File: src/hw/bum_pkg.sv
// Shared constants, types and the quarter-wave table of the uplink modulator
// Assumes one 100 MHz system clock shared by both ends of the link

package bum_pkg;

  // --------------------------------------------------------------------
  // Timing
  // --------------------------------------------------------------------
  localparam int CLK_HZ        = 100_000_000;
  localparam int SAMPLE_HZ     = 4_333_333;
  localparam int SAMPLE_DIV    = CLK_HZ / SAMPLE_HZ;
  localparam int PWR_SETTLE_NS = 10_000;
  localparam int PWR_SETTLE_CYC =
    (PWR_SETTLE_NS * (CLK_HZ / 1_000_000) + 999) / 1000;
  localparam int CAL_STEP_NS   = 1_000;
  localparam int CAL_STEP_CYC  =
    (CAL_STEP_NS * (CLK_HZ / 1_000_000) + 999) / 1000;

  // --------------------------------------------------------------------
  // Burst and modulator shape
  // --------------------------------------------------------------------
  localparam int BURST_BITS       = 160;
  localparam int SAMPLES_PER_BIT  = 16;
  localparam int SAMPLES_PER_QBIT = 4;
  localparam int TAIL_QBITS       = 32;
  localparam int TAIL_SAMPLES     = TAIL_QBITS * SAMPLES_PER_QBIT;
  localparam int DAC_W            = 10;
  localparam int OFS_W            = 6;
  localparam int PHASE_W          = 6;
  localparam int QTR              = 16;
  localparam logic [DAC_W-1:0] I_IDLE = 10'h1ff;
  localparam logic [DAC_W-1:0] Q_IDLE = 10'h000;

  // --------------------------------------------------------------------
  // Control word fields
  // --------------------------------------------------------------------
  localparam int CTRL_W         = 9;
  localparam int FIELD3_W       = 3;
  localparam int CTRL_SLOT_BIT  = 5;
  localparam int CTRL_LEVEL_LSB = 6;
  localparam int CTRL_CM_LSB    = 0;
  localparam logic [CTRL_W-1:0] CTRL_RESET = 9'h000;

  // --------------------------------------------------------------------
  // Serial port framing
  // --------------------------------------------------------------------
  localparam int WORD_W        = 16;
  localparam int WORD_CTRL_BIT = 15;
  localparam int WORD_BUF_BIT  = 8;
  localparam int BYTE_W        = 8;
  localparam int BYTES_PER_BUF = BURST_BITS / BYTE_W;
  localparam int FIFO_DEPTH    = 8;
  localparam int BSP_GAP       = 8;
  localparam int TSP_BITS      = 3;
  localparam int TSP_GAP       = 4;

  // --------------------------------------------------------------------
  // Types and tables
  // --------------------------------------------------------------------
  typedef enum logic [1:0] {BUM_IDLE, BUM_MOD, BUM_TAIL} bum_mod_e;

  localparam logic [QTR:0][DAC_W-1:0] COS_ROM = {
    10'h000, 10'h032, 10'h064, 10'h094, 10'h0c4, 10'h0f1, 10'h11c,
    10'h144, 10'h169, 10'h18b, 10'h1a9, 10'h1c3, 10'h1d8, 10'h1e9,
    10'h1f5, 10'h1fc, 10'h1ff};

  function automatic logic [DAC_W-1:0] bum_cos(input logic [PHASE_W-1:0] p);
    logic [4:0] k;
    logic [4:0] kr;
    k  = {1'b0, p[3:0]};
    kr = 5'(QTR) - k;
    case (p[5:4])
      2'd0:    return COS_ROM[k];
      2'd1:    return -COS_ROM[kr];
      2'd2:    return -COS_ROM[k];
      default: return COS_ROM[kr];
    endcase
  endfunction

endpackage

File: src/hw/bum_link_if.sv
// Link between the processor end and the modulator end
// Assumes both ends run on the same system clock
`timescale 1ns/1ps

interface bum_link_if;
  logic bsp_fsync;
  logic bsp_data;
  logic bsp_hold;
  logic tsp_en;
  logic tsp_data;

  modport dev  (input  bsp_fsync, bsp_data, tsp_en, tsp_data,
                output bsp_hold);
  modport host (output bsp_fsync, bsp_data, tsp_en, tsp_data,
                input  bsp_hold);
endinterface

File: src/hw/bum_device.sv
// Modulator end: burst buffers, GMSK modulator, calibration, port decoders
// Assumes link pins are foreign and comparator inputs are asynchronous
//
// What this block does
// - Processor sends burst bits before transmission
// - ROM lookup on 4-bit window, 16 samples/bit
// - I/Q words at 4.33 MHz to 10-bit DACs
// - Whole burst held in 160-bit buffer
// - Multislot: fill one buffer, modulate other
// - Control bit 5 picks single or multislot
// - Control bits 8-6 set output level
// - Control bits 2-0 set common mode
// - Sequence: power up, calibrate, modulate
// - Three timing windows arrive over timing port
// - Power window rising powers path after settling
// - Calibration zeroes words, comparator trims offsets
// - Offset registers drive 6-bit correction sub-DACs
// - Calibration window covers full sub-DAC sweep
// - Modulate from enable rise to 32 quarter-bits after
// - Burst end returns pointers to base
// - After burst I is maximum, Q zero
// - Timing port: enable plus data, half clock
// - Baseband port: framed 16-bit words
`timescale 1ns/1ps

module bum_fifo #(
  parameter int W = 16,
  parameter int D = 8
) (
  // Clock and reset
  input  wire logic                 i_sys_clk,
  input  wire logic                 i_nrst,
  input  wire logic                 i_ce,
  // Fill side
  input  wire logic                 i_in_valid,
  input  wire logic [W-1:0]         i_in_data,
  output logic                      o_in_ready,
  // Drain side
  output logic                      o_out_valid,
  output logic [W-1:0]              o_out_data,
  input  wire logic                 i_out_ready,
  output logic [$clog2(D):0]        o_level
);
  localparam int AW = $clog2(D);

  typedef struct packed {
    logic [D-1:0][W-1:0] mem;
    logic [AW-1:0]       rd;
    logic [AW-1:0]       wr;
    logic [AW:0]         cnt;
  } bum_fifo_s;

  bum_fifo_s q;
  bum_fifo_s d;
  logic      push;
  logic      pop;

  assign o_in_ready  = q.cnt != (AW+1)'(D);
  assign o_out_valid = q.cnt != '0;
  assign o_out_data  = q.mem[q.rd];
  assign o_level     = q.cnt;
  assign push        = i_in_valid && o_in_ready;
  assign pop         = i_out_ready && o_out_valid;

  always_comb begin
    d = q;
    if (push) begin
      d.mem[q.wr] = i_in_data;
      d.wr        = (q.wr == AW'(D-1)) ? '0 : q.wr + 1'b1;
    end
    if (pop) begin
      d.rd = (q.rd == AW'(D-1)) ? '0 : q.rd + 1'b1;
    end
    d.cnt = q.cnt + (AW+1)'(push) - (AW+1)'(pop);
  end

  always_ff @(posedge i_sys_clk or negedge i_nrst) begin
    if (!i_nrst) begin
      q <= '0;
    end else if (i_ce) begin
      q <= d;
    end
  end
endmodule // bum_fifo

module bum_device
  import bum_pkg::*;
#(
  parameter int DEPTH = FIFO_DEPTH
) (
  // Clock and reset
  input  wire logic               i_sys_clk,
  input  wire logic               i_nrst,
  input  wire logic               i_ce,
  // Link
  bum_link_if.dev                 link,
  // Analog side
  input  wire logic [1:0]         i_cmp_high,
  output logic [DAC_W-1:0]        o_i_word,
  output logic [DAC_W-1:0]        o_q_word,
  output logic                    o_sample_strobe,
  output logic [OFS_W-1:0]        o_offset_i,
  output logic [OFS_W-1:0]        o_offset_q,
  output logic [FIELD3_W-1:0]     o_output_level,
  output logic [FIELD3_W-1:0]     o_common_mode,
  // Status
  output logic                    o_path_powered,
  output logic                    o_cal_active,
  output logic                    o_modulating
);
  localparam int SW = $clog2(PWR_SETTLE_CYC + 1);
  localparam int CW = $clog2(CAL_STEP_CYC + 1);
  localparam int LW = $clog2(DEPTH) + 1;

  typedef struct packed {
    logic [1:0]                     s_ten;
    logic [1:0]                     s_tdr;
    logic [1:0]                     s_fs;
    logic [1:0]                     s_bd;
    logic [1:0]                     s_cmp1;
    logic [1:0]                     s_cmp2;
    logic                           half;
    logic                           ten_prev;
    logic [TSP_BITS-1:0]            ts_sr;
    logic [2:0]                     ts_cnt;
    logic                           win_pwr;
    logic                           win_cal;
    logic                           win_mod;
    logic                           mod_prev;
    logic                           rx_on;
    logic [3:0]                     rx_cnt;
    logic [WORD_W-1:0]              rx_sr;
    logic                           rx_push;
    logic [CTRL_W-1:0]              ctrl;
    logic [1:0][BURST_BITS-1:0]     bbuf;
    logic [1:0][4:0]                wp;
    logic [SW-1:0]                  settle;
    logic                           powered;
    logic [CW-1:0]                  cal_cnt;
    logic [1:0][OFS_W-1:0]          ofs;
    bum_mod_e                       st;
    logic                           act;
    logic                           next_buf;
    logic [7:0]                     bit_ptr;
    logic [3:0]                     sub;
    logic [4:0]                     div;
    logic [3:0]                     win4;
    logic [PHASE_W-1:0]             base;
    logic [7:0]                     tail;
    logic [DAC_W-1:0]               i_word;
    logic [DAC_W-1:0]               q_word;
    logic                           strobe;
    logic                           hold;
    logic                           cal_out;
    logic                           mod_out;
  } bum_dev_s;

  bum_dev_s                 q;
  bum_dev_s                 d;
  logic                     f_valid;
  logic                     f_ready;
  logic [WORD_W-1:0]        f_data;
  logic                     f_in_ready;
  logic [LW-1:0]            f_level;
  logic                     f_sel;

  assign f_sel   = f_data[WORD_BUF_BIT];
  // Stall writes into the buffer that is being modulated
  assign f_ready = f_data[WORD_CTRL_BIT] || q.st == BUM_IDLE ||
                   f_sel != q.act;

  bum_fifo #(.W(WORD_W), .D(DEPTH)) u_fifo (
    .i_sys_clk   (i_sys_clk),
    .i_nrst      (i_nrst),
    .i_ce        (i_ce),
    .i_in_valid  (q.rx_push),
    .i_in_data   (q.rx_sr),
    .o_in_ready  (f_in_ready),
    .o_out_valid (f_valid),
    .o_out_data  (f_data),
    .i_out_ready (f_ready),
    .o_level     (f_level)
  );

  always_comb begin
    logic                 dir;
    logic                 tick;
    logic [PHASE_W-1:0]   ph;
    logic [7:0]           bidx;
    dir  = q.win4[1] ^ q.win4[2];
    tick = q.div == 5'(SAMPLE_DIV - 1);
    ph   = '0;
    bidx = '0;
    d    = q;
    d.rx_push = 1'b0;
    d.strobe  = 1'b0;

    // ------------------------------------------------------------------
    // Pin synchronisers
    // ------------------------------------------------------------------
    d.s_ten  = {q.s_ten[0], link.tsp_en};
    d.s_tdr  = {q.s_tdr[0], link.tsp_data};
    d.s_fs   = {q.s_fs[0], link.bsp_fsync};
    d.s_bd   = {q.s_bd[0], link.bsp_data};
    d.s_cmp1 = i_cmp_high;
    d.s_cmp2 = q.s_cmp1;

    // ------------------------------------------------------------------
    // Timing port: 3 bits {power, cal, mod}, one per two clocks
    // ------------------------------------------------------------------
    d.half     = ~q.half;
    d.ten_prev = q.s_ten[1];
    if (q.s_ten[1] && q.half) begin
      d.ts_sr  = {q.ts_sr[TSP_BITS-2:0], q.s_tdr[1]};
      d.ts_cnt = (q.ts_cnt == 3'd7) ? q.ts_cnt : q.ts_cnt + 1'b1;
    end
    if (q.ten_prev && !q.s_ten[1]) begin
      if (q.ts_cnt == 3'(TSP_BITS)) begin
        {d.win_pwr, d.win_cal, d.win_mod} = q.ts_sr;
      end
      d.ts_cnt = '0;
    end

    // ------------------------------------------------------------------
    // Baseband port receiver, framed 16-bit words, MSB first
    // ------------------------------------------------------------------
    if (!q.rx_on) begin
      if (q.s_fs[1]) begin
        d.rx_on  = 1'b1;
        d.rx_sr  = {{(WORD_W-1){1'b0}}, q.s_bd[1]};
        d.rx_cnt = 4'd1;
      end
    end else begin
      d.rx_sr  = {q.rx_sr[WORD_W-2:0], q.s_bd[1]};
      d.rx_cnt = q.rx_cnt + 1'b1;
      if (q.rx_cnt == 4'(WORD_W - 1)) begin
        d.rx_on   = 1'b0;
        d.rx_push = f_in_ready;
      end
    end
    d.hold = f_level >= LW'(DEPTH - 1);

    // ------------------------------------------------------------------
    // Word sink: control register or burst byte
    // ------------------------------------------------------------------
    if (f_valid && f_ready) begin
      if (f_data[WORD_CTRL_BIT]) begin
        d.ctrl = f_data[CTRL_W-1:0];
      end else begin
        bidx = {q.wp[f_sel], 3'b000};
        d.bbuf[f_sel][bidx +: BYTE_W] = f_data[BYTE_W-1:0];
        d.wp[f_sel] = (q.wp[f_sel] == 5'(BYTES_PER_BUF - 1)) ?
                      '0 : q.wp[f_sel] + 1'b1;
      end
    end

    // ------------------------------------------------------------------
    // Power-up settling
    // ------------------------------------------------------------------
    if (!q.win_pwr) begin
      d.powered = 1'b0;
      d.settle  = '0;
    end else if (!q.powered) begin
      d.settle = q.settle + 1'b1;
      if (q.settle == SW'(PWR_SETTLE_CYC - 1)) begin
        d.powered = 1'b1;
      end
    end

    // ------------------------------------------------------------------
    // Offset calibration, one sub-DAC step per interval
    // ------------------------------------------------------------------
    if (q.win_cal && q.powered && q.st == BUM_IDLE) begin
      d.i_word  = '0;
      d.q_word  = '0;
      d.cal_cnt = q.cal_cnt + 1'b1;
      if (q.cal_cnt == CW'(CAL_STEP_CYC - 1)) begin
        d.cal_cnt = '0;
        for (int ch = 0; ch < 2; ch++) begin
          if (q.s_cmp2[ch] && q.ofs[ch] != '0) begin
            d.ofs[ch] = q.ofs[ch] - 1'b1;
          end else if (!q.s_cmp2[ch] && q.ofs[ch] != '1) begin
            d.ofs[ch] = q.ofs[ch] + 1'b1;
          end
        end
      end
    end else begin
      d.cal_cnt = '0;
    end

    // ------------------------------------------------------------------
    // Modulator
    // ------------------------------------------------------------------
    d.mod_prev = q.win_mod;
    d.div      = (q.st == BUM_IDLE || tick) ? '0 : q.div + 1'b1;
    case (q.st)
      BUM_IDLE: begin
        if (q.win_mod && !q.mod_prev && q.powered) begin
          d.st      = BUM_MOD;
          d.act     = q.ctrl[CTRL_SLOT_BIT] ? q.next_buf : 1'b0;
          d.bit_ptr = '0;
          d.sub     = '0;
          d.base    = '0;
          d.win4    = '0;
        end
      end
      BUM_MOD, BUM_TAIL: begin
        if (q.st == BUM_MOD && !q.win_mod) begin
          d.st   = BUM_TAIL;
          d.tail = '0;
        end
        if (tick) begin
          ph       = dir ? q.base + PHASE_W'(q.sub) :
                           q.base - PHASE_W'(q.sub);
          d.i_word = bum_cos(ph);
          d.q_word = bum_cos(ph - PHASE_W'(QTR));
          d.strobe = 1'b1;
          d.sub    = q.sub + 1'b1;
          if (q.sub == 4'(SAMPLES_PER_BIT - 1)) begin
            d.base = dir ? q.base + PHASE_W'(SAMPLES_PER_BIT) :
                           q.base - PHASE_W'(SAMPLES_PER_BIT);
            d.win4 = {q.win4[2:0], q.bbuf[q.act][q.bit_ptr]};
            if (q.bit_ptr != 8'(BURST_BITS - 1)) begin
              d.bit_ptr = q.bit_ptr + 1'b1;
            end
          end
          if (q.st == BUM_TAIL) begin
            d.tail = q.tail + 1'b1;
            if (q.tail == 8'(TAIL_SAMPLES - 1)) begin
              d.st       = BUM_IDLE;
              d.bit_ptr  = '0;
              d.sub      = '0;
              d.base     = '0;
              d.wp[q.act] = '0;
              d.i_word   = I_IDLE;
              d.q_word   = Q_IDLE;
              d.next_buf = q.ctrl[CTRL_SLOT_BIT] ? ~q.act : 1'b0;
            end
          end
        end
      end
      default: begin
        d.st = BUM_IDLE;
      end
    endcase
    d.cal_out = d.win_cal && d.powered && d.st == BUM_IDLE;
    d.mod_out = d.st != BUM_IDLE;
  end

  always_ff @(posedge i_sys_clk or negedge i_nrst) begin
    if (!i_nrst) begin
      q        <= '0;
      q.ctrl   <= CTRL_RESET;
      q.st     <= BUM_IDLE;
      q.i_word <= I_IDLE;
      q.q_word <= Q_IDLE;
    end else if (i_ce) begin
      q <= d;
    end
  end

  assign link.bsp_hold   = q.hold;
  assign o_i_word        = q.i_word;
  assign o_q_word        = q.q_word;
  assign o_sample_strobe = q.strobe;
  assign o_offset_i      = q.ofs[0];
  assign o_offset_q      = q.ofs[1];
  assign o_output_level  = q.ctrl[CTRL_LEVEL_LSB +: FIELD3_W];
  assign o_common_mode   = q.ctrl[CTRL_CM_LSB +: FIELD3_W];
  assign o_path_powered  = q.powered;
  assign o_cal_active    = q.cal_out;
  assign o_modulating    = q.mod_out;
endmodule // bum_device

File: src/flat_wrapper.sv
// flat-port wrapper written by rule: the top's interface ports become plain ports
module bum_device_flat import bum_pkg::*;
#(
  parameter int DEPTH = FIFO_DEPTH
)
  (i_sys_clk, i_nrst, i_ce, i_cmp_high, o_i_word, o_q_word, o_sample_strobe, o_offset_i, o_offset_q, o_output_level, o_common_mode, o_path_powered, o_cal_active, o_modulating, link_bsp_fsync, link_bsp_data, link_tsp_en, link_tsp_data, link_bsp_hold);
  bum_link_if link_i ();
  input  wire logic i_sys_clk;
  input  wire logic i_nrst;
  input  wire logic i_ce;
  input  wire logic [1:0] i_cmp_high;
  output logic [DAC_W-1:0] o_i_word;
  output logic [DAC_W-1:0] o_q_word;
  output logic o_sample_strobe;
  output logic [OFS_W-1:0] o_offset_i;
  output logic [OFS_W-1:0] o_offset_q;
  output logic [FIELD3_W-1:0] o_output_level;
  output logic [FIELD3_W-1:0] o_common_mode;
  output logic o_path_powered;
  output logic o_cal_active;
  output logic o_modulating;
  input wire logic [$bits(link_i.bsp_fsync)-1:0] link_bsp_fsync;
  input wire logic [$bits(link_i.bsp_data)-1:0] link_bsp_data;
  input wire logic [$bits(link_i.tsp_en)-1:0] link_tsp_en;
  input wire logic [$bits(link_i.tsp_data)-1:0] link_tsp_data;
  output wire logic [$bits(link_i.bsp_hold)-1:0] link_bsp_hold;
  assign link_i.bsp_fsync = link_bsp_fsync;
  assign link_i.bsp_data = link_bsp_data;
  assign link_i.tsp_en = link_tsp_en;
  assign link_i.tsp_data = link_tsp_data;
  assign link_bsp_hold = link_i.bsp_hold;
  bum_device #(.DEPTH(DEPTH)) u_core (.i_sys_clk(i_sys_clk), .i_nrst(i_nrst), .i_ce(i_ce), .link(link_i), .i_cmp_high(i_cmp_high), .o_i_word(o_i_word), .o_q_word(o_q_word), .o_sample_strobe(o_sample_strobe), .o_offset_i(o_offset_i), .o_offset_q(o_offset_q), .o_output_level(o_output_level), .o_common_mode(o_common_mode), .o_path_powered(o_path_powered), .o_cal_active(o_cal_active), .o_modulating(o_modulating));
endmodule
File: config.mk
export PLATFORM = sky130hd
export DESIGN_NAME = bum_device_flat
export DESIGN_NICKNAME = d
export VERILOG_FILES = /design/src/hw/bum_pkg.sv /design/src/hw/bum_link_if.sv /design/src/hw/bum_device.sv /design/src/flat_wrapper.sv
export SDC_FILE = /design/constraint.sdc
export NUM_CORES = 1
export LEC_CHECK = 0
export BUFFER_PORTS_ARGS = -buffer_cell sky130_fd_sc_hd__buf_2
export CAP_MARGIN = 10
export CORE_MARGIN = 4
export CORE_UTILIZATION = 50
export DETAILED_ROUTE_END_ITERATION = 16
export PLACE_DENSITY = 0.66
export REMOVE_ABC_BUFFERS = 1
export SYNTH_ARGS = -nofsm -noshare
export SYNTH_HDL_FRONTEND = slang
export SYNTH_HIERARCHICAL = 1
export SYNTH_SLANG_ARGS = --single-unit
File: constraint.sdc
create_clock -name i_sys_clk -period 7.63 [get_ports i_sys_clk]
set_clock_uncertainty 0.1 [all_clocks]
set_input_delay 1.1445 -clock i_sys_clk [delete_from_list [all_inputs] [get_ports i_sys_clk]]
set_output_delay 1.1445 -clock i_sys_clk [all_outputs]
set_load 0.02 [all_outputs]
==> results.cfg, run 1 <==
[power_and_ir_drop]
totalPowerFinal_mw = 10.2
p_per_area_nw_per_um2 = 326
peakVddDrop_v = 0.000211
power.leakage_nw = 14.4

[sta]
rsz0062_at_grt = false
timing.setup.tns_ps = 0
final_hold_viol_count = 0
slew-limit-headroom_pct = 24.7
final_period_minus_worst_setup_slack_ps = 5610
clock.fmax_mhz = 178
setup_viol = 0
finalCritPeriodShare_pct = 73.6
tightestPinTransition_ps = 1130
slew_viol_final = 0

[route]
post-route-drc-count = 0
wl_per_cell_um = 21.6
routed_vias_inst = 6.02
drt_pre_antenna_iters = 5
vias = 18100
postRouteWirelength_mm = 64.9
drt_iter0_markers = 1249
drt.antenna.violating_nets = 0

[worst_setup_path]
cp_slowest_cell = sky130_fd_sc_hd__dfrtp_1
critical-path-max-stage-delay_ps = 860
worstPathArrival_ps = 6020
worstSetupEndpointType = flip-flop
timing.critical_path.from_type = flip-flop
timing.setup.critical_path_class = reg -> reg
critical_path.cell_chain = clkinv_1 > ha_1 > mux2_2 > inv_1 > ha_1 > xnor2_1 > and3_1 > or2_1 > o21ai_0 > a211o_1 > ha_1 > and3_1 > xnor2_1 > and2_1 > o41ai_2
critical_path_peak_fanout = 23
critical_path_required_ps = 8040
critical-path-top-cell-by-count = sky130_fd_sc_hd__ha_1

[clock_tree]
clock_path_buffers = 3
cts-htree-levels = 2
cts.sinks = 561
cts.clk_slew.worst_paths_ps = 60
insertion_delay_ps = 620
cts_tree = yes
postCtsHoldBufs = 0
cts_root_buf = sky130_fd_sc_hd__clkbuf_16
cts_inserted_buffers = 58
cts.repair_timing.setup_buffer_count = 0
post_cts_resized = 0

[placement]
gpl_congestion = 0.875
placedInstanceArea_um2 = 29100
portBuffers = 51
place.detailed.hpwl_mm = 40.2
numPlacedInstances = 2896

[floorplanning]
rows = 87
start_util_pct = 50.7
coreArea_um2 = 56600
io_pins = 52
floorplan_die_height_um = 247
die_x_um = 247
design.die.area_um2 = 61300

[grt]
gr-usage-all-layers_pct = 21.3
grt_antenna_before_repair = 1
grt_overflow = 0
grt_pass1_wl_mm = 105
largest_net_degree_at_the_start_of_global_routing = 181
first_global_vias = 18600

[synth]
yosys_warnings = 6
syn_area_um2 = 28700
syn_area_per_cell_um2 = 12.8
netlist_instances = 2238

[layout]
final_nets = 2258
stdcell_count = 3002
layout-drive-gt1-share_pct = 34.3
layout.cell_area.non_filler_um2 = 31200
fillCellCount = 4595
area_growth_syn_to_layout_pct = 8.63

[outcome]
run_status = complete, no violations

[job]
drv_cap = 0

[hold_path]
hold_class = reg -> reg
==> layer usage <==
metal / track usage [%] / wire length, µm / share of wire (%)
met5: 0 / 0 / 0
met4: 5.33 / 1390 / 2.1
met2: 36.3 / 32400 / 50
met3: 2.99 / 2780 / 4.3
met1: 29.3 / 28400 / 44
==> stage by stage <==
stage / util, % / hold slack [ps] / worst slack, ps
floorplan: - / 339 / 2100
detailed placement: 51.5 / 358 / 2110
global placement: 51.5 / 358 / 2210
global route: 55.0 / 381 / 1600
CTS: 55.0 / 369 / 2090
finish: 55.0 / 367 / 2020
==> cell usage in the layout, fill, tap and decap left out, types with 24 or more instances in the layout <==
| master | count |
|---|---|
| sky130_fd_sc_hd__and2_1 | 29 |
| sky130_fd_sc_hd__dfrtp_1 | 550 |
| sky130_fd_sc_hd__nand2_1 | 140 |
| sky130_fd_sc_hd__nor3_1 | 24 |
| sky130_fd_sc_hd__inv_1 | 49 |
| sky130_fd_sc_hd__mux2_2 | 430 |
| sky130_fd_sc_hd__a21oi_1 | 49 |
| sky130_fd_sc_hd__a22o_1 | 27 |
| sky130_fd_sc_hd__nand3_1 | 62 |
| sky130_fd_sc_hd__clkbuf_16 | 59 |
| sky130_fd_sc_hd__nor2_1 | 115 |
| sky130_fd_sc_hd__buf_2 | 49 |
| sky130_fd_sc_hd__mux4_2 | 126 |
| sky130_fd_sc_hd__o21ai_0 | 96 |
| sky130_fd_sc_hd__ha_1 | 46 |
| sky130_fd_sc_hd__xnor2_1 | 24 |
==> report_power, final <==
group          switching [mW]  total, mW  internal (mW)
Clock                    1.18       2.96           1.78
Sequential              0.352       3.67           3.32
Combinational            2.21       3.53           1.32
Total                    3.74       10.2           6.42
==> registers in the layout, summed over array words and instances, names as in the netlist <==
signal                  cells
u_core/o_offset_q           6
u_core/o_i_word            10
u_core/q                  420
u_core/u_fifo/o_level       4
u_core/u_fifo/q            86
u_core/o_cal_active         1
u_core/o_q_word            10
u_core/o_modulating         1
u_core/o_offset_i           6
u_core/link.bsp_hold        1
u_core/o_output_level       3
u_core/d                    8
u_core/o_sample_strobe      1
u_core/o_path_powered       1
u_core/o_common_mode        3
==> layout make-up <==
cell class / count / area (µm²) / area share [%]
Antenna cell: 1 / 2.50 / 0.00803
Clock buffer: 86 / 1710 / 5.48
Clock inverter: 19 / 298 / 0.956
Inverter: 51 / 191 / 0.615
Multi-Input combinational cell: 1456 / 13500 / 43.3
Sequential cell: 561 / 14100 / 45.1
Tap cell: 756 / 946 / 3.04
Timing Repair Buffer: 72 / 450 / 1.45
==> critical path, delay by kind of cell (launching register included) <==
kind	cells	cell delay, ps
AND/OR/NAND/NOR	4	880
XOR/XNOR	2	360
AO/OA/AOI/OAI	3	800
flip-flops	1	860
multiplexers	1	400
adder cells (fa/ha/maj)	3	1350
buffers and inverters	2	760
==> path summary, 6_finish.rpt <==
kind                                from  cells past startpoint  slack, ps                  end
max                         u_core/q[47]                     15       2020   u_core/o_q_word[4]
min                        u_core/q[465]                      1        370        u_core/q[465]
max reg2reg                 u_core/q[47]                     15       2020   u_core/o_q_word[4]
min reg2reg                u_core/q[465]                      1        370        u_core/q[465]
max in group asynchronous         i_nrst                      2       5230  u_core/u_fifo/q[60]
min in group asynchronous         i_nrst                      1        540         u_core/q[85]
Note: power is estimated with default switching activity, not from simulation.
==> run 2, diff against run 1 <==
- PLACE_DENSITY: 0.66 -> 0.68
- clock period: 7.63 -> 4.69 ns (I/O delays scaled with it)
==> run 2 against run 1 <==
Net effect: via count increased by 1.7%; worst setup slack got worse by 1600 ps; fmax increased by 32%; power increased by 66%; worst hold slack got worse by 330 ps; critical path type unchanged; global-route usage increased by 0.45 points; largest power group is now combinational logic; final cell count increased by 1.4%; utilization increased by 0.84 points.
==> results.cfg, run 2 (synthesized netlist as in run 1, its figures left out) <==
[grt]
grt_antenna_before_repair = 0
grt_pass1_wl_mm = 107
largest_net_degree_at_the_start_of_global_routing = 115
grt_overflow = 0
first_global_vias = 19500
gr-usage-all-layers_pct = 21.8

[route]
drt_iter0_markers = 1372
drt.antenna.violating_nets = 0
vias = 18400
drt_pre_antenna_iters = 8
routed_vias_inst = 6.04
post-route-drc-count = 0
postRouteWirelength_mm = 66.0
wl_per_cell_um = 21.7

[placement]
post-place-ws_ps = 475
numPlacedInstances = 2937
place.detailed.hpwl_mm = 42.5
gpl_congestion = 0.871
portBuffers = 51

[hold_path]
hold_class = in -> async

[clock_tree]
cts.clk_slew.worst_paths_ps = 60
cts.repair_timing.setup_buffer_count = 0
clock_path_buffers = 3
post_cts_resized = 0
insertion_delay_ps = 610
cts-htree-levels = 2
cts_tree = yes
postCtsHoldBufs = 0
cts_inserted_buffers = 60
cts.sinks = 561
cts_root_buf = sky130_fd_sc_hd__clkbuf_16

[power_and_ir_drop]
peakVddDrop_v = 0.000342
p_switching_mw = 6.16
power.sequential.fraction_pct = 35.1
p_comb_share_pct = 35.4
p_per_area_nw_per_um2 = 532
power.leakage_nw = 14.7
clock_power_share_pct = 29.4
power_report.internal_total_mw = 10.7
power.switching_fraction_pct = 36.6
totalPowerFinal_mw = 16.8

[sta]
post-route-worst-setup-slack_ps = 445
tightestPinTransition_ps = 1020
final_hold_viol_count = 0
rsz0062_at_grt = false
final_period_minus_worst_setup_slack_ps = 4250
worst_hold_slack_ps = 33.4
slew-limit-headroom_pct = 31.2
slew_viol_final = 0
setup_viol = 0
clock.fmax_mhz = 236
finalCritPeriodShare_pct = 90.5

[worst_setup_path]
critical_path_required_ps = 5070
worstPathArrival_ps = 4620
critical_path_peak_fanout = 12
worstSetupEndpointType = flip-flop
timing.critical_path.from_type = flip-flop
timing.setup.critical_path_class = reg -> reg

[floorplanning]
coreArea_um2 = 56600
io_pins = 52
design.die.area_um2 = 61300
floorplan_die_height_um = 247
start_util_pct = 50.7
die_x_um = 247
rows = 87

[layout]
layout-drive-gt1-share_pct = 35.8
antenna_diode_count = 0
final_nets = 2301
stdcell_count = 3043
area_growth_syn_to_layout_pct = 10.3
leading_cell_types_in_the_layout_fill_and_taps_excluded = sky130_fd_sc_hd__dfrtp_1 (550), sky130_fd_sc_hd__mux2_2 (430), sky130_fd_sc_hd__nand2_1 (140)
largest_register_ffs = 420
largest_register = u_core/q
final_common_cell = sky130_fd_sc_hd__dfrtp_1
reg_top3 = u_core/q (420), u_core/u_fifo/q (86)

[job]
drv_cap = 0

[outcome]
run_status = complete, no violations
run 2: changes by cell type in the layout (fill, tap and decap cells not counted), moves of 3 or more:
| cell | previous run | this run |
|---|---|---|
| sky130_fd_sc_hd__buf_12 | 2 | 9 |
| sky130_fd_sc_hd__buf_4 | 20 | 54 |
| sky130_fd_sc_hd__clkbuf_1 | 14 | 7 |
| sky130_fd_sc_hd__clkinv_4 | 0 | 5 |
| sky130_fd_sc_hd__clkinvlp_4 | 2 | 5 |
run 2: layout make-up:
type                       instances  area (µm²)
inverter                          51         191
timing repair buffer             113         846
clock inverter                    25         357
fill                            4590       25000
sequential                       561       14100
multi-input combinational       1456       13500
clock buffer                      81        1730
tap                              756         946
run 2: final timing paths:
kind                               startpoint             to  slack [ps]  cells past startpoint
max                        u_core/u_fifo/q[7]  u_core/q[276]         440                      8
min                                    i_nrst   u_core/q[92]          30                      1
max reg2reg                u_core/u_fifo/q[7]  u_core/q[276]         440                      8
min reg2reg                     u_core/q[465]  u_core/q[465]         370                      1
max in group asynchronous              i_nrst  u_core/q[294]        3220                      2
min in group i_sys_clk            link_tsp_en  u_core/d[477]         230                      2
run 2: per-stage QoR:
step           TNS, ps  util, %  area [µm²]
2_1_floorplan  -127930        -       27700
3_3_place_gp         0     52.2       29500
3_5_place_dp         0     52.2       29500
4_1_cts              0     55.9       31600
5_1_grt              0     55.9       31600
6_report             0     55.9       31600
run 2: layer usage:
layer  wire, µm  vias to the layer above  GRT usage, %
li1           -                     8189             -
met1      28100                     9562          29.5
met2      32500                      494          36.7
met3       3450                      126          3.30
met4       1890                        0          6.65
met5          0                        -             0
run 2: power by group through the flow:
| stage | registers (mW) | clock network (mW) | logic (mW) |
|---|---|---|---|
| final | 5.91 | 4.95 | 5.96 |
| after global routing | 6.00 | 5.27 | 6.52 |
| after CTS | 5.91 | 5.08 | 5.91 |
| after detailed placement | 5.99 | 0 | 5.88 |
| after global placement | 5.95 | 0 | 5.74 |
| after floorplan | 6.00 | 0 | 3.96 |
run 2: critical path: stages (launching register included):
cell	delay (ps)
sky130_fd_sc_hd__dfrtp_1	420
sky130_fd_sc_hd__mux4_2	510
sky130_fd_sc_hd__mux2_2	410
sky130_fd_sc_hd__mux2i_1	450
sky130_fd_sc_hd__ha_1	340
sky130_fd_sc_hd__xor2_1	470
sky130_fd_sc_hd__nand3_1	380
sky130_fd_sc_hd__nor2_1	630
sky130_fd_sc_hd__mux2_2	410
==> run 3, diff against run 2 <==
- CORE_ASPECT_RATIO: not set -> 1.1
- CORE_MARGIN: 4 -> 5
- PLACE_DENSITY: 0.68 -> 0.76
==> run 3 against run 2 <==
Net effect: the flow now finishes with violations (hold timing); largest power group is now registers; global-route usage fell by 0.90 points; die area rose by 1.6%; fmax rose by 0.64%; non-clock buffer count fell by 10; final area fell by 1.2%; sequential share of layout area rose by 0.52 points; first-iteration DRC count fell by 6.0%.
==> results.cfg, run 3 (synthesized netlist as in run 1, its figures left out) <==
[worst_setup_path]
worstPathArrival_ps = 4590
critical_path_required_ps = 5060
worst_r2r_path_depth = 8
timing.setup.critical_path_class = reg -> reg
worstSetupEndpointType = flip-flop
critical_path_peak_fanout = 12
timing.critical_path.from_type = flip-flop

[power_and_ir_drop]
p_comb_share_pct = 36.4
power.sequential.fraction_pct = 36.4
power.leakage_nw = 14.5
power.switching_fraction_pct = 37.4
peakVddDrop_v = 0.000377
p_switching_mw = 6.11
clock_power_share_pct = 27.3
p_per_area_nw_per_um2 = 522
totalPowerFinal_mw = 16.3
power_report.internal_total_mw = 10.2

[layout]
final_common_cell = sky130_fd_sc_hd__dfrtp_1
fillCellCount = 4483
layout-drive-gt1-share_pct = 34.9
area_growth_syn_to_layout_pct = 9.02
largest_register_ffs = 420
final_nets = 2286
antenna_diode_count = 0
largest_register = u_core/q
leading_cell_types_in_the_layout_fill_and_taps_excluded = sky130_fd_sc_hd__dfrtp_1 (550), sky130_fd_sc_hd__mux2_2 (430), sky130_fd_sc_hd__nand2_1 (140)
reg_top3 = u_core/q (420), u_core/u_fifo/q (86)
layout.cell_area.non_filler_um2 = 31300

[route]
vias = 18500
postRouteWirelength_mm = 65.1
drt.antenna.violating_nets = 0
drt_iter0_markers = 1290
post-route-drc-count = 0
wl_per_cell_um = 21.5
drt_pre_antenna_iters = 8
routed_vias_inst = 6.11

[sta]
rsz0062_at_grt = false
timing.setup.tns_ps = 0
slew_viol_final = 0
final_period_minus_worst_setup_slack_ps = 4220
slew-limit-headroom_pct = 31.9
clock.fmax_mhz = 237
tightestPinTransition_ps = 1020
finalCritPeriodShare_pct = 89.9
setup_viol = 0
worst_hold_slack_ps = -12.7
final_hold_viol_count = 1

[floorplanning]
design.die.area_um2 = 62200
rows = 92
floorplan_die_height_um = 261
start_util_pct = 50.2
io_pins = 52
die_x_um = 238
coreArea_um2 = 57100

[clock_tree]
cts_root_buf = sky130_fd_sc_hd__clkbuf_16
cts.repair_timing.setup_buffer_count = 0
postCtsHoldBufs = 0
cts_inserted_buffers = 55
clock_path_buffers = 3
insertion_delay_ps = 620
cts.sinks = 561
cts.clk_slew.worst_paths_ps = 60
post_cts_resized = 0
cts_tree = yes
cts-htree-levels = 2

[grt]
grt_overflow = 0
largest_net_degree_at_the_start_of_global_routing = 113
grt_pass1_wl_mm = 106
first_global_vias = 19400
grt_antenna_before_repair = 0
gr-usage-all-layers_pct = 20.9

[placement]
portBuffers = 51
placedInstanceArea_um2 = 29400
gpl_congestion = 0.886
place.detailed.hpwl_mm = 41.4

[job]
drv_cap = 0

[outcome]
run_status = complete, but fails checks
failed_checks = hold timing

[hold_path]
hold_class = in -> async
-- run 3: power groups by stage --
stage	registers [mW]	logic (mW)	clock network, mW
global placement	5.95	5.67	0
detailed placement	6.01	5.81	0
finish	5.94	5.93	4.45
global route	6.00	6.46	4.71
CTS	5.93	5.85	4.53
floorplan	6.00	3.96	0
-- run 3: cell type report --
type                       count  area (µm²)  area share (%)
multi-input combinational   1456       13500            43.2
clock buffer                  84        1630            5.20
inverter                      51         191           0.612
sequential                   561       14100            45.0
tap                          752         941            3.01
clock inverter                15         203           0.648
timing repair buffer         103         746            2.39
-- run 3: worst paths after layout --
| kind | slack (ps) | to | start |
|---|---|---|---|
| min reg2reg | 370 | u_core/q[465] | u_core/q[465] |
| min in group i_sys_clk | 210 | u_core/d[477] | link_tsp_en |
| max reg2reg | 470 | u_core/q[292] | u_core/u_fifo/q[7] |
| min | -10 | u_core/q[466] | i_nrst |
| max | 470 | u_core/q[292] | u_core/u_fifo/q[7] |
| max in group asynchronous | 3230 | u_core/q[85] | i_nrst |
-- run 3: critical path, stage by stage, from the launching register on --
cell and delay [ps]:
sky130_fd_sc_hd__dfrtp_1 500, sky130_fd_sc_hd__mux4_2 540, sky130_fd_sc_hd__mux2_2 410, sky130_fd_sc_hd__mux2i_1 340
sky130_fd_sc_hd__ha_1 310, sky130_fd_sc_hd__xor2_1 450, sky130_fd_sc_hd__nand2_1 330, sky130_fd_sc_hd__nor2_1 670
sky130_fd_sc_hd__mux2_2 420
-- run 3: stage by stage --
step,setup slack (ps),instances,utilization (%)
finish,472,3022,54.8
floorplan,-837,2068,-
global route,72.7,3022,54.8
detailed placement,562,2923,51.6
CTS,534,3022,54.8
global placement,633,2923,51.6
-- run 3: per-layer routing --
layer | wire, µm | GRT usage, %
met1 | 27000 | 27.7
met2 | 33500 | 36.2
met3 | 2690 | 2.75
met4 | 1910 | 6.43
met5 | 0 | 0
